## src/rtl/tic_pkg.sv

```systemverilog
// shared constants and types for the capture and interrupt-enable block
package tic_pkg;
  // ----------------------------------------
  // widths
  // ----------------------------------------
  localparam int unsigned DW = 8;
  localparam int unsigned AW = 4;
  localparam int unsigned CW = 16;
  localparam int unsigned BW = 8;
  localparam int unsigned NCH = 4;
  // ----------------------------------------
  // channel indices
  // ----------------------------------------
  localparam int unsigned CH_A = 0;
  localparam int unsigned CH_B = 1;
  localparam int unsigned CH_C = 2;
  localparam int unsigned CH_D = 3;
  // ----------------------------------------
  // register offsets (byte addresses)
  // ----------------------------------------
  localparam logic [AW-1:0] OFS_IER = 4'h0;
  localparam logic [AW-1:0] OFS_FLAG = 4'h1;
  localparam logic [AW-1:0] OFS_CTRL = 4'h6;
  // capture a..d high/low at 0x8..0xF
  localparam int unsigned CAP_SEL_BIT = 3;
  localparam int unsigned CAP_CH_HI = 2;
  localparam int unsigned CAP_CH_LO = 1;
  localparam int unsigned CAP_BYTE_BIT = 0;
  // ----------------------------------------
  // field positions
  // ----------------------------------------
  localparam int unsigned CAPF_A_BIT = 7;
  localparam int unsigned CAPF_D_BIT = 4;
  localparam int unsigned CMPA_BIT = 3;
  localparam int unsigned CMPB_BIT = 2;
  localparam int unsigned OVERFLOW_BIT = 1;
  localparam int unsigned RSV_BIT = 0;
  localparam int unsigned BUFA_BIT = 3;
  localparam int unsigned BUFB_BIT = 2;
  // ----------------------------------------
  // reset values
  // ----------------------------------------
  localparam logic [DW-1:0] IER_INIT = 8'h01;
  localparam logic [DW-1:0] CTRL_INIT = 8'h00;
  localparam logic [CW-1:0] CAP_INIT = 16'h0000;
  localparam logic [NCH-1:0] FLAGS_INIT = 4'h0;
  localparam logic [1:0] WARM_CYC = 2'h3;
  // ----------------------------------------
  // interrupt request bundle
  // ----------------------------------------
  typedef struct packed {
    logic [NCH-1:0] cap_irq;
    logic cmp_irq_a;
    logic cmp_irq_b;
    logic overflow_irq;
  } tic_irq_t;
endpackage : tic_pkg

```

## src/rtl/tic_capture.sv

```systemverilog
// input capture registers, capture flags and interrupt enables of the timer
`timescale 1ns/1ps
// ----------------------------------------
// capture block
// ----------------------------------------
// Notes on behaviour
// - four read-only 16-bit capture registers
// - selected edge copies running count
// - capture flag set with the load
// - load even when flag already set
// - each pin has own edge select
// - buffer a: old a into c
// - buffer b: old b into d
// - differing selects of a buffered pair capture both edges
// - equal pair selects: 0 fall, 1 rise
// - high byte read latches low byte
// - captures zero on reset and standby
// - enable register 8 bits, init 0x01
// - bits 7..4 gate capture requests
// - bits 3,2 gate compare requests
// - bit 1 gates overflow request
// - bit 0 reads one, writes ignored
// - buffer a: pin c only sets flag
// - flag cleared by read-set then write 0
module tic_capture import tic_pkg::*; (
  input wire logic clk_in,
  input wire logic srst_in,
  input wire logic ce_in,
  input wire logic standby_in,
  input wire logic [CW-1:0] running_count_in,
  input wire logic capture_pin_a_in,
  input wire logic capture_pin_b_in,
  input wire logic capture_pin_c_in,
  input wire logic capture_pin_d_in,
  input wire logic compare_flag_a_in,
  input wire logic compare_flag_b_in,
  input wire logic overflow_flag_in,
  input wire logic [AW-1:0] addr_in,
  input wire logic [DW-1:0] wr_data_in,
  input wire logic wr_in,
  input wire logic rd_in,
  output logic [DW-1:0] rd_data_out,
  output tic_irq_t irq_out
);
  // ----------------------------------------
  // declarations
  // ----------------------------------------
  logic [NCH-1:0] pins;
  logic [NCH-1:0] sync1;
  logic [NCH-1:0] sync2;
  logic [NCH-1:0] prev;
  logic [1:0] warm;
  logic [NCH-1:0] rise;
  logic [NCH-1:0] fall;
  logic [NCH-1:0] single;
  logic [NCH-1:0] ev;
  logic [CW-1:0] cap [NCH];
  logic [NCH-1:0] flags;
  logic [NCH-1:0] armed;
  logic [DW-1:0] ier;
  logic [NCH-1:0] edge_sel;
  logic buffer_en_a;
  logic buffer_en_b;
  logic [BW-1:0] temp;
  logic [DW-1:0] next_rd_data;
  logic clr_all;
  logic wr_ier;
  logic wr_flag;
  logic wr_ctrl;
  logic rd_flag;
  logic cap_rd;
  logic [1:0] cap_ch;
  logic [NCH-1:0] cap_en;
  logic [NCH-1:0] flag_bits;
  logic [NCH-1:0] clr;

  assign pins = {capture_pin_d_in, capture_pin_c_in, capture_pin_b_in, capture_pin_a_in};
  // standby joins reset in clr_all, whose clears act only while the clock is enabled
  assign clr_all = srst_in | standby_in;

  // ----------------------------------------
  // register decode
  // ----------------------------------------
  assign wr_ier = wr_in & (addr_in == OFS_IER);
  assign wr_flag = wr_in & (addr_in == OFS_FLAG);
  assign wr_ctrl = wr_in & (addr_in == OFS_CTRL);
  assign rd_flag = rd_in & (addr_in == OFS_FLAG);
  assign cap_rd = rd_in & addr_in[CAP_SEL_BIT];
  assign cap_ch = addr_in[CAP_CH_HI:CAP_CH_LO];
  // channel a sits in the top flag bit
  assign cap_en = {ier[CAPF_D_BIT], ier[CAPF_D_BIT+1], ier[CAPF_A_BIT-1], ier[CAPF_A_BIT]};
  assign flag_bits = {flags[CH_A], flags[CH_B], flags[CH_C], flags[CH_D]};
  assign clr = armed & ~{wr_data_in[CAPF_D_BIT], wr_data_in[CAPF_D_BIT+1],
                         wr_data_in[CAPF_A_BIT-1], wr_data_in[CAPF_A_BIT]};

  // ----------------------------------------
  // pin synchroniser and edge detection
  // ----------------------------------------
  // three flops per pin; sync2 and its delayed copy prev feed the detector, sync1 does not
  always_ff @(posedge clk_in) begin
    if (srst_in) begin
      sync1 <= FLAGS_INIT;
      sync2 <= FLAGS_INIT;
      prev <= FLAGS_INIT;
    end else if (ce_in) begin
      sync1 <= pins;
      sync2 <= sync1;
      prev <= sync2;
    end
  end

  // hold off detection until prev is valid, so a high pin at reset is no edge
  always_ff @(posedge clk_in) begin
    if (srst_in) begin
      warm <= 2'h0;
    end else if (ce_in && warm != WARM_CYC) begin
      warm <= warm + 2'h1;
    end
  end

  always_comb begin
    rise = (warm == WARM_CYC) ? (sync2 & ~prev) : FLAGS_INIT;
    fall = (warm == WARM_CYC) ? (~sync2 & prev) : FLAGS_INIT;
    single = (edge_sel & rise) | (~edge_sel & fall);
    ev = single;
    // a buffered pair with differing selects takes both edges of its primary pin
    if (buffer_en_a && (edge_sel[CH_A] != edge_sel[CH_C])) begin
      ev[CH_A] = rise[CH_A] | fall[CH_A];
    end
    if (buffer_en_b && (edge_sel[CH_B] != edge_sel[CH_D])) begin
      ev[CH_B] = rise[CH_B] | fall[CH_B];
    end
  end

  // ----------------------------------------
  // capture registers
  // ----------------------------------------
  // loads ignore the flag state, so an unread value is overwritten
  always_ff @(posedge clk_in) begin
    if (ce_in) begin
      if (clr_all) begin
        for (int k = 0; k < NCH; k++) begin
          cap[k] <= CAP_INIT;
        end
      end else begin
        if (ev[CH_A]) begin
          cap[CH_A] <= running_count_in;
        end
        if (ev[CH_B]) begin
          cap[CH_B] <= running_count_in;
        end
        if (buffer_en_a) begin
          if (ev[CH_A]) begin
            cap[CH_C] <= cap[CH_A];
          end
        end else if (ev[CH_C]) begin
          cap[CH_C] <= running_count_in;
        end
        if (buffer_en_b) begin
          if (ev[CH_B]) begin
            cap[CH_D] <= cap[CH_B];
          end
        end else if (ev[CH_D]) begin
          cap[CH_D] <= running_count_in;
        end
      end
    end
  end

  // ----------------------------------------
  // capture flags
  // ----------------------------------------
  // a new event beats a clear in the same cycle; writing 1 does nothing
  always_ff @(posedge clk_in) begin
    if (ce_in) begin
      if (clr_all) begin
        flags <= FLAGS_INIT;
      end else if (wr_flag) begin
        flags <= ev | (flags & ~clr);
      end else begin
        flags <= ev | flags;
      end
    end
  end

  // a flag may only be cleared after it was read as one
  always_ff @(posedge clk_in) begin
    if (ce_in) begin
      if (clr_all || wr_flag) begin
        armed <= FLAGS_INIT;
      end else if (rd_flag) begin
        armed <= armed | flags;
      end
    end
  end

  // ----------------------------------------
  // enable and control registers
  // ----------------------------------------
  always_ff @(posedge clk_in) begin
    if (ce_in) begin
      if (clr_all) begin
        ier <= IER_INIT;
      end else if (wr_ier) begin
        ier <= wr_data_in | IER_INIT;
      end
    end
  end

  always_ff @(posedge clk_in) begin
    if (ce_in) begin
      if (clr_all) begin
        edge_sel <= CTRL_INIT[CAPF_A_BIT:CAPF_D_BIT];
        buffer_en_a <= CTRL_INIT[BUFA_BIT];
        buffer_en_b <= CTRL_INIT[BUFB_BIT];
      end else if (wr_ctrl) begin
        edge_sel <= {wr_data_in[CAPF_D_BIT], wr_data_in[CAPF_D_BIT+1],
                     wr_data_in[CAPF_A_BIT-1], wr_data_in[CAPF_A_BIT]};
        buffer_en_a <= wr_data_in[BUFA_BIT];
        buffer_en_b <= wr_data_in[BUFB_BIT];
      end
    end
  end

  // ----------------------------------------
  // read path
  // ----------------------------------------
  // high byte read snapshots the low byte, so both halves match
  always_ff @(posedge clk_in) begin
    if (ce_in) begin
      if (clr_all) begin
        temp <= CAP_INIT[BW-1:0];
      end else if (cap_rd && !addr_in[CAP_BYTE_BIT]) begin
        temp <= cap[cap_ch][BW-1:0];
      end
    end
  end

  always_comb begin
    next_rd_data = '0;
    if (cap_rd) begin
      // the low byte comes from temp, never live, so a capture between reads is harmless
      next_rd_data = addr_in[CAP_BYTE_BIT] ? temp : cap[cap_ch][CW-1:BW];
    end else if (rd_in) begin
      case (addr_in)
        OFS_IER: next_rd_data = ier | IER_INIT;
        OFS_FLAG: begin
          next_rd_data[CAPF_A_BIT:CAPF_D_BIT] = flag_bits;
          next_rd_data[CMPA_BIT] = compare_flag_a_in;
          next_rd_data[CMPB_BIT] = compare_flag_b_in;
          next_rd_data[OVERFLOW_BIT] = overflow_flag_in;
        end
        OFS_CTRL: begin
          next_rd_data[CAPF_A_BIT:CAPF_D_BIT] = {edge_sel[CH_A], edge_sel[CH_B], edge_sel[CH_C], edge_sel[CH_D]};
          next_rd_data[BUFA_BIT] = buffer_en_a;
          next_rd_data[BUFB_BIT] = buffer_en_b;
        end
        default: next_rd_data = '0;
      endcase
    end
  end

  // data stands only in the cycle after the read strobe
  always_ff @(posedge clk_in) begin
    if (srst_in) begin
      rd_data_out <= '0;
    end else if (ce_in) begin
      rd_data_out <= next_rd_data;
    end
  end

  // ----------------------------------------
  // interrupt requests
  // ----------------------------------------
  // registered, so a request follows its flag by one cycle
  always_ff @(posedge clk_in) begin
    if (srst_in) begin
      irq_out <= '0;
    end else if (ce_in) begin
      irq_out.cap_irq <= flags & cap_en;
      irq_out.cmp_irq_a <= compare_flag_a_in & ier[CMPA_BIT];
      irq_out.cmp_irq_b <= compare_flag_b_in & ier[CMPB_BIT];
      irq_out.overflow_irq <= overflow_flag_in & ier[OVERFLOW_BIT];
    end
  end
endmodule : tic_capture

```

## config.mk

```make
export PLATFORM = sky130hd
export DESIGN_NAME = tic_capture
export DESIGN_NICKNAME = d
export VERILOG_FILES = /design/src/rtl/tic_pkg.sv /design/src/rtl/tic_capture.sv
export SDC_FILE = /design/constraint.sdc
export NUM_CORES = 1
export LEC_CHECK = 0
export BUFFER_PORTS_ARGS = -buffer_cell sky130_fd_sc_hd__buf_4
export CORE_AREA = 4 4 138 140
export DETAILED_ROUTE_END_ITERATION = 10
export DIE_AREA = 0 0 142 144
export PLACE_DENSITY = 0.6
export SLEW_MARGIN = 15
export SYNTH_ARGS = -nofsm -noshare
export SYNTH_HDL_FRONTEND = slang
export SYNTH_SLANG_ARGS = --single-unit
export TNS_END_PERCENT = 30
```

## constraint.sdc

```tcl
create_clock -name clk_in -period 7.25 [get_ports clk_in]
set_input_delay 0.725 -clock clk_in [delete_from_list [all_inputs] [get_ports clk_in]]
set_output_delay 0.725 -clock clk_in [all_outputs]
set_load 0.02 [all_outputs]
```

## Yosys cells after proc, flatten, opt, wreduce, memory -nomap -nowiden

Memory sizes are Yosys's and may differ from the RTL's.
Index checks and enable logic that the tools add are counted.

| storage, ports and cells | value |
|---|---|
| flip-flop bits (word level) | 58 |
| bits in writable memories | 64 |
| bits of input ports | 41 |
| output and inout port bits | 15 |
| memories kept | 1 |

| operators by class | value |
|---|---|
| $add $sub $neg | 1 |
| equality and inequality tests | 6 |
| multiplexer cells | 52 |
| bitwise gates (word level) | 33 |
| reductions and logical operators | 15 |

Memories:

| name | words | bits a word | rd ports | clocked after memory_dff | wr ports | RTL line | source |
|---|---|---|---|---|---|---|---|
| cap | 4 | 16 | 3 | 0 | 4 | tic_capture.sv:57 | `logic [CW-1:0] cap [NCH];` |

Operators by type and width:

| kind | count |
|---|---|
| $mux W16 | 6 |
| $mux W8 | 5 |
| $mux W1 | 34 |
| $and A4 B4 Y4 | 7 |
| $mux W4 | 5 |
| $not A4 Y4 | 5 |
| $pmux W6 S3 | 1 |
| $or A4 B4 Y4 | 4 |
| $or A1 B1 Y1 | 9 |
| $and A1 B1 Y1 | 8 |
| $reduce_and A2 Y1 | 4 |
| $reduce_bool A2 Y1 | 4 |
| $eq A4 B1 Y1 const B | 1 |
| $eq A4 B3 Y1 const B | 1 |
| $logic_and A1 B1 Y1 | 4 |
| $logic_not A4 Y1 | 1 |
| $add A2 B1 Y2 const B | 1 |
| $eq A2 B2 Y1 const B | 1 |
| $ne A1 B1 Y1 | 2 |
| $ne A2 B2 Y1 const B | 1 |
| $pmux W1 S2 | 1 |
| $logic_not A1 Y1 | 1 |
| $logic_or A1 B1 Y1 | 1 |

## Logic depth before layout (Yosys ltp)

| logic depth | value |
|---|---|
| depth in word-level cells | 13 |
| mapped depth | 7 |
| gate-level depth less buffers | 4 |

## Least setup slack after synthesis

OpenSTA, ideal clock, no wires.

| timing | value |
|---|---|
| kind | reg2reg |
| from | register warm[0] |
| to | memory cap[2][0], enable pin |
| arrival time | 2.367 ns |
| required time | 6.836 ns |
| path slack | 4.469 ns |
| stages on the path, launching flop included | 6 |
| path buffers | 1 |
| clock period less this slack | 2.781 ns |
| cell sequence | dfxtp_1 ha_1 clkbuf_1 o21ai_0 o22a_1 a21boi_0 |

RTL lines:

| item | RTL line | source |
|---|---|---|
| start: declaration | tic_capture.sv:52 | `logic [1:0] warm;` |
| start signal: assignment | tic_capture.sv:117 | `warm <= warm + 2'h1;` |
| end: declaration | tic_capture.sv:57 |  |

==> results_dict.tcl <==
set metrics [dict create \
    fp.dieArea_sq_um 20400 \
    synth_seq_cells 122 \
    switching_power_uw 393 \
    ys_async_sr_fraction_pct 0 \
    max-cap-violations 0 \
    core_area_sq_um 17800 \
    holdBufCountCts 0 \
    antenna_found_initial 0 \
    max_slew.worst_pin.slew_ps 1130 \
    setup_viol 0 \
    cts_root_buf "clkbuf_16" \
    yosys_warnings 0 \
    ctsHtreeMaxLevel 4 \
    worst_slack_ps 3720 \
    arrival_ps 3570 \
    path_max_fanout 49 \
    cts_resized 0 \
    grt_use_total_pct 14.5 \
    ys_top_cells_by_count "edfxtp_1, mux2i_1, and2_1" \
    routed_wl_microns 14400 \
    clkPwrFrac_pct 47.0 \
    ios 56 \
    power.density_nw_per_um2 256 \
    drt_iter0_markers 319 \
    crit_required_ps 7290 \
    die_width_microns 142 \
    skew_ps 10.0 \
    sw_frac_of_total_pct 22.2 \
    hp-class "flip-flop to flip-flop" \
    stdcell_count 728 \
    antenna_cells 0 \
    slew_viol_final 0 \
    drt-wirelength-per-cell_microns 19.8 \
    pre_cts_ws_ps 3290 \
    grt_overflow_total 0 \
    p_leak_uw 0.00259 \
    synth_cells 441 \
    antenna_left 0 \
    syn-mean-instance-area_sq_um 13.1 \
    utilization_pct 38.8 \
    rsz0062_at_grt "false" \
    synthToLayoutAreaGrowth_pct 19.4 \
    peakVddDrop_mv 0.211 \
    grt_pass1_wl_microns 22400 \
    fin_crit_sh_pct 48.6 \
    ys_types 49 \
    dp_hpwl_microns 9260 \
    p_int_uw 1380 \
    cts_tree "done" \
    p_seq_share_pct 45.6 \
    outcome "complete, no violations" \
    synth_top_area_share_pct 48.2 \
    synthFlopType "edfxtp_1" \
    clockBufferDepth 2 \
    cts_setup_buffers 0 \
    synth.top_cells.by_area "edfxtp_1, dfxtp_1, mux2i_1" \
    die_h_microns 144 \
    start_util_pct 32.5 \
    cts_made_buffers 17 \
    firstDrtPassIters 5 \
    cts.clk_slew.worst_paths_ps 50 \
    synth-seq-area-share_pct 58.2 \
    synth_top_cell_by_area "edfxtp_1" \
    grt_pass1_vias 3987 \
    grt_max_degree 50 \
    nNetsFinal 528 \
    critPathKind "primary input to flip-flop" \
    start_kind "primary input" \
    synth_area_sq_um 5790 \
    yosysMostFrequentCell "edfxtp_1" \
    synth_edf_count 93 \
    drive_gt1_share_pct 24.0 \
    period_minus_slack_ps 3530 \
    clock_latency_ps 420 \
    rows 49 \
    viasPerCell 5.26 \
    slew_headroom_pct 24.7 \
    dp.cells 696 \
    gp_congestion 0.819 \
    report.final.hold_viol_count 0 \
    comb_power_share_pct 7.4 \
    syn_nets 483 \
    cts_sinks 122 \
    setup-tns-final_ps 0 \
    portBuffers 54 \
    drc 0 \
    maxClockFrequency_ghz 0.284 \
    endpoint_kind "flip-flop" \
    vias 3830 \
]
## final cells by class
class | instances | area [sq um]
clock inverter | 10 | 125
clock buffer | 22 | 444
multi-input combinational | 283 | 2230
fill | 1701 | 10900
timing repair buffer | 58 | 435
inverter | 4 | 15.0
tap | 229 | 287
sequential | 122 | 3370
## kinds of logic after synthesis
| logic type | synth area share (%) |
|---|---|
| simple gates | 14.5 |
| mux | 13.2 |
| fa+ha+maj | 0.216 |
| buf+inv | 3.20 |
| compound gates | 10.5 |
| xor+xnor | 0.151 |
| flops | 58.2 |
## power by group through the flow
stage | clock network, uW | logic, uW | registers (uW)
after CTS | 846 | 133 | 808
after global routing | 874 | 143 | 812
after detailed placement | 0 | 132 | 822
after floorplan | 0 | 76.9 | 819
final | 833 | 131 | 808
after global placement | 0 | 130 | 820
## per-layer routing
| metal | vias to the layer above | share of wire, % | GRT usage (%) |
|---|---|---|---|
| li1 | 1768 | - | - |
| met5 | - | 0 | 0 |
| met1 | 1900 | 42 | 18.1 |
| met4 | 0 | 1.0 | 4.09 |
| met2 | 144 | 51 | 25.0 |
| met3 | 18 | 6.6 | 3.67 |
## flip-flops by register name, summed over array words and instances (netlist names)
| register | cells |
|---|---|
| buffer_en_a | 1 |
| edge_sel | 4 |
| irq_out | 7 |
| cap | 64 |
| flags | 4 |
| temp | 8 |
| rd_data_out | 8 |
| sync2 | 4 |
| ier | 7 |
| sync1 | 4 |
| buffer_en_b | 1 |
| armed | 4 |
| warm | 2 |
| prev | 4 |
## cells in the final DEF, fill, tap and decap left out, drive strengths merged, types with 6 or more instances in the layout
cell    count
nand3      10
nand2b     14
nand2      13
buf        58
nor2       20
nor3       17
and3       17
mux4       15
o21a        8
and2       33
a221oi      6
edfxtp     93
clkinv      6
clkbuf     22
mux2i      35
a22o       16
o21ai      11
mux2        7
dfxtp      29
a21oi      16
a31oi       7
## path summary, 6_finish.rpt
check | start | endpoint | slack, ps | cells past startpoint
setup / recovery | ce_in | cap[3][12] | 3720 | 4
hold / removal | rd_data_out[5] | rd_data_out[5] | 460 | 1
setup reg to reg | buffer_en_b | cap[1][12] | 4500 | 4
hold reg to reg | rd_data_out[5] | rd_data_out[5] | 460 | 1
## per-stage QoR
stage	power [uW]	area, sq um	hold slack, ps
global route	1830	6910	482
CTS	1790	6910	459
detailed placement	954	6340	447
global placement	950	6340	446
finish	1770	6910	458
floorplan	895	5790	460
## worst max-delay path, cell delays in order
cell      delay, ps
buf_4           460
nor3b_4         850
o2111a_1        840
a211o_1         670
Note: power is estimated with default switching activity, not from simulation.
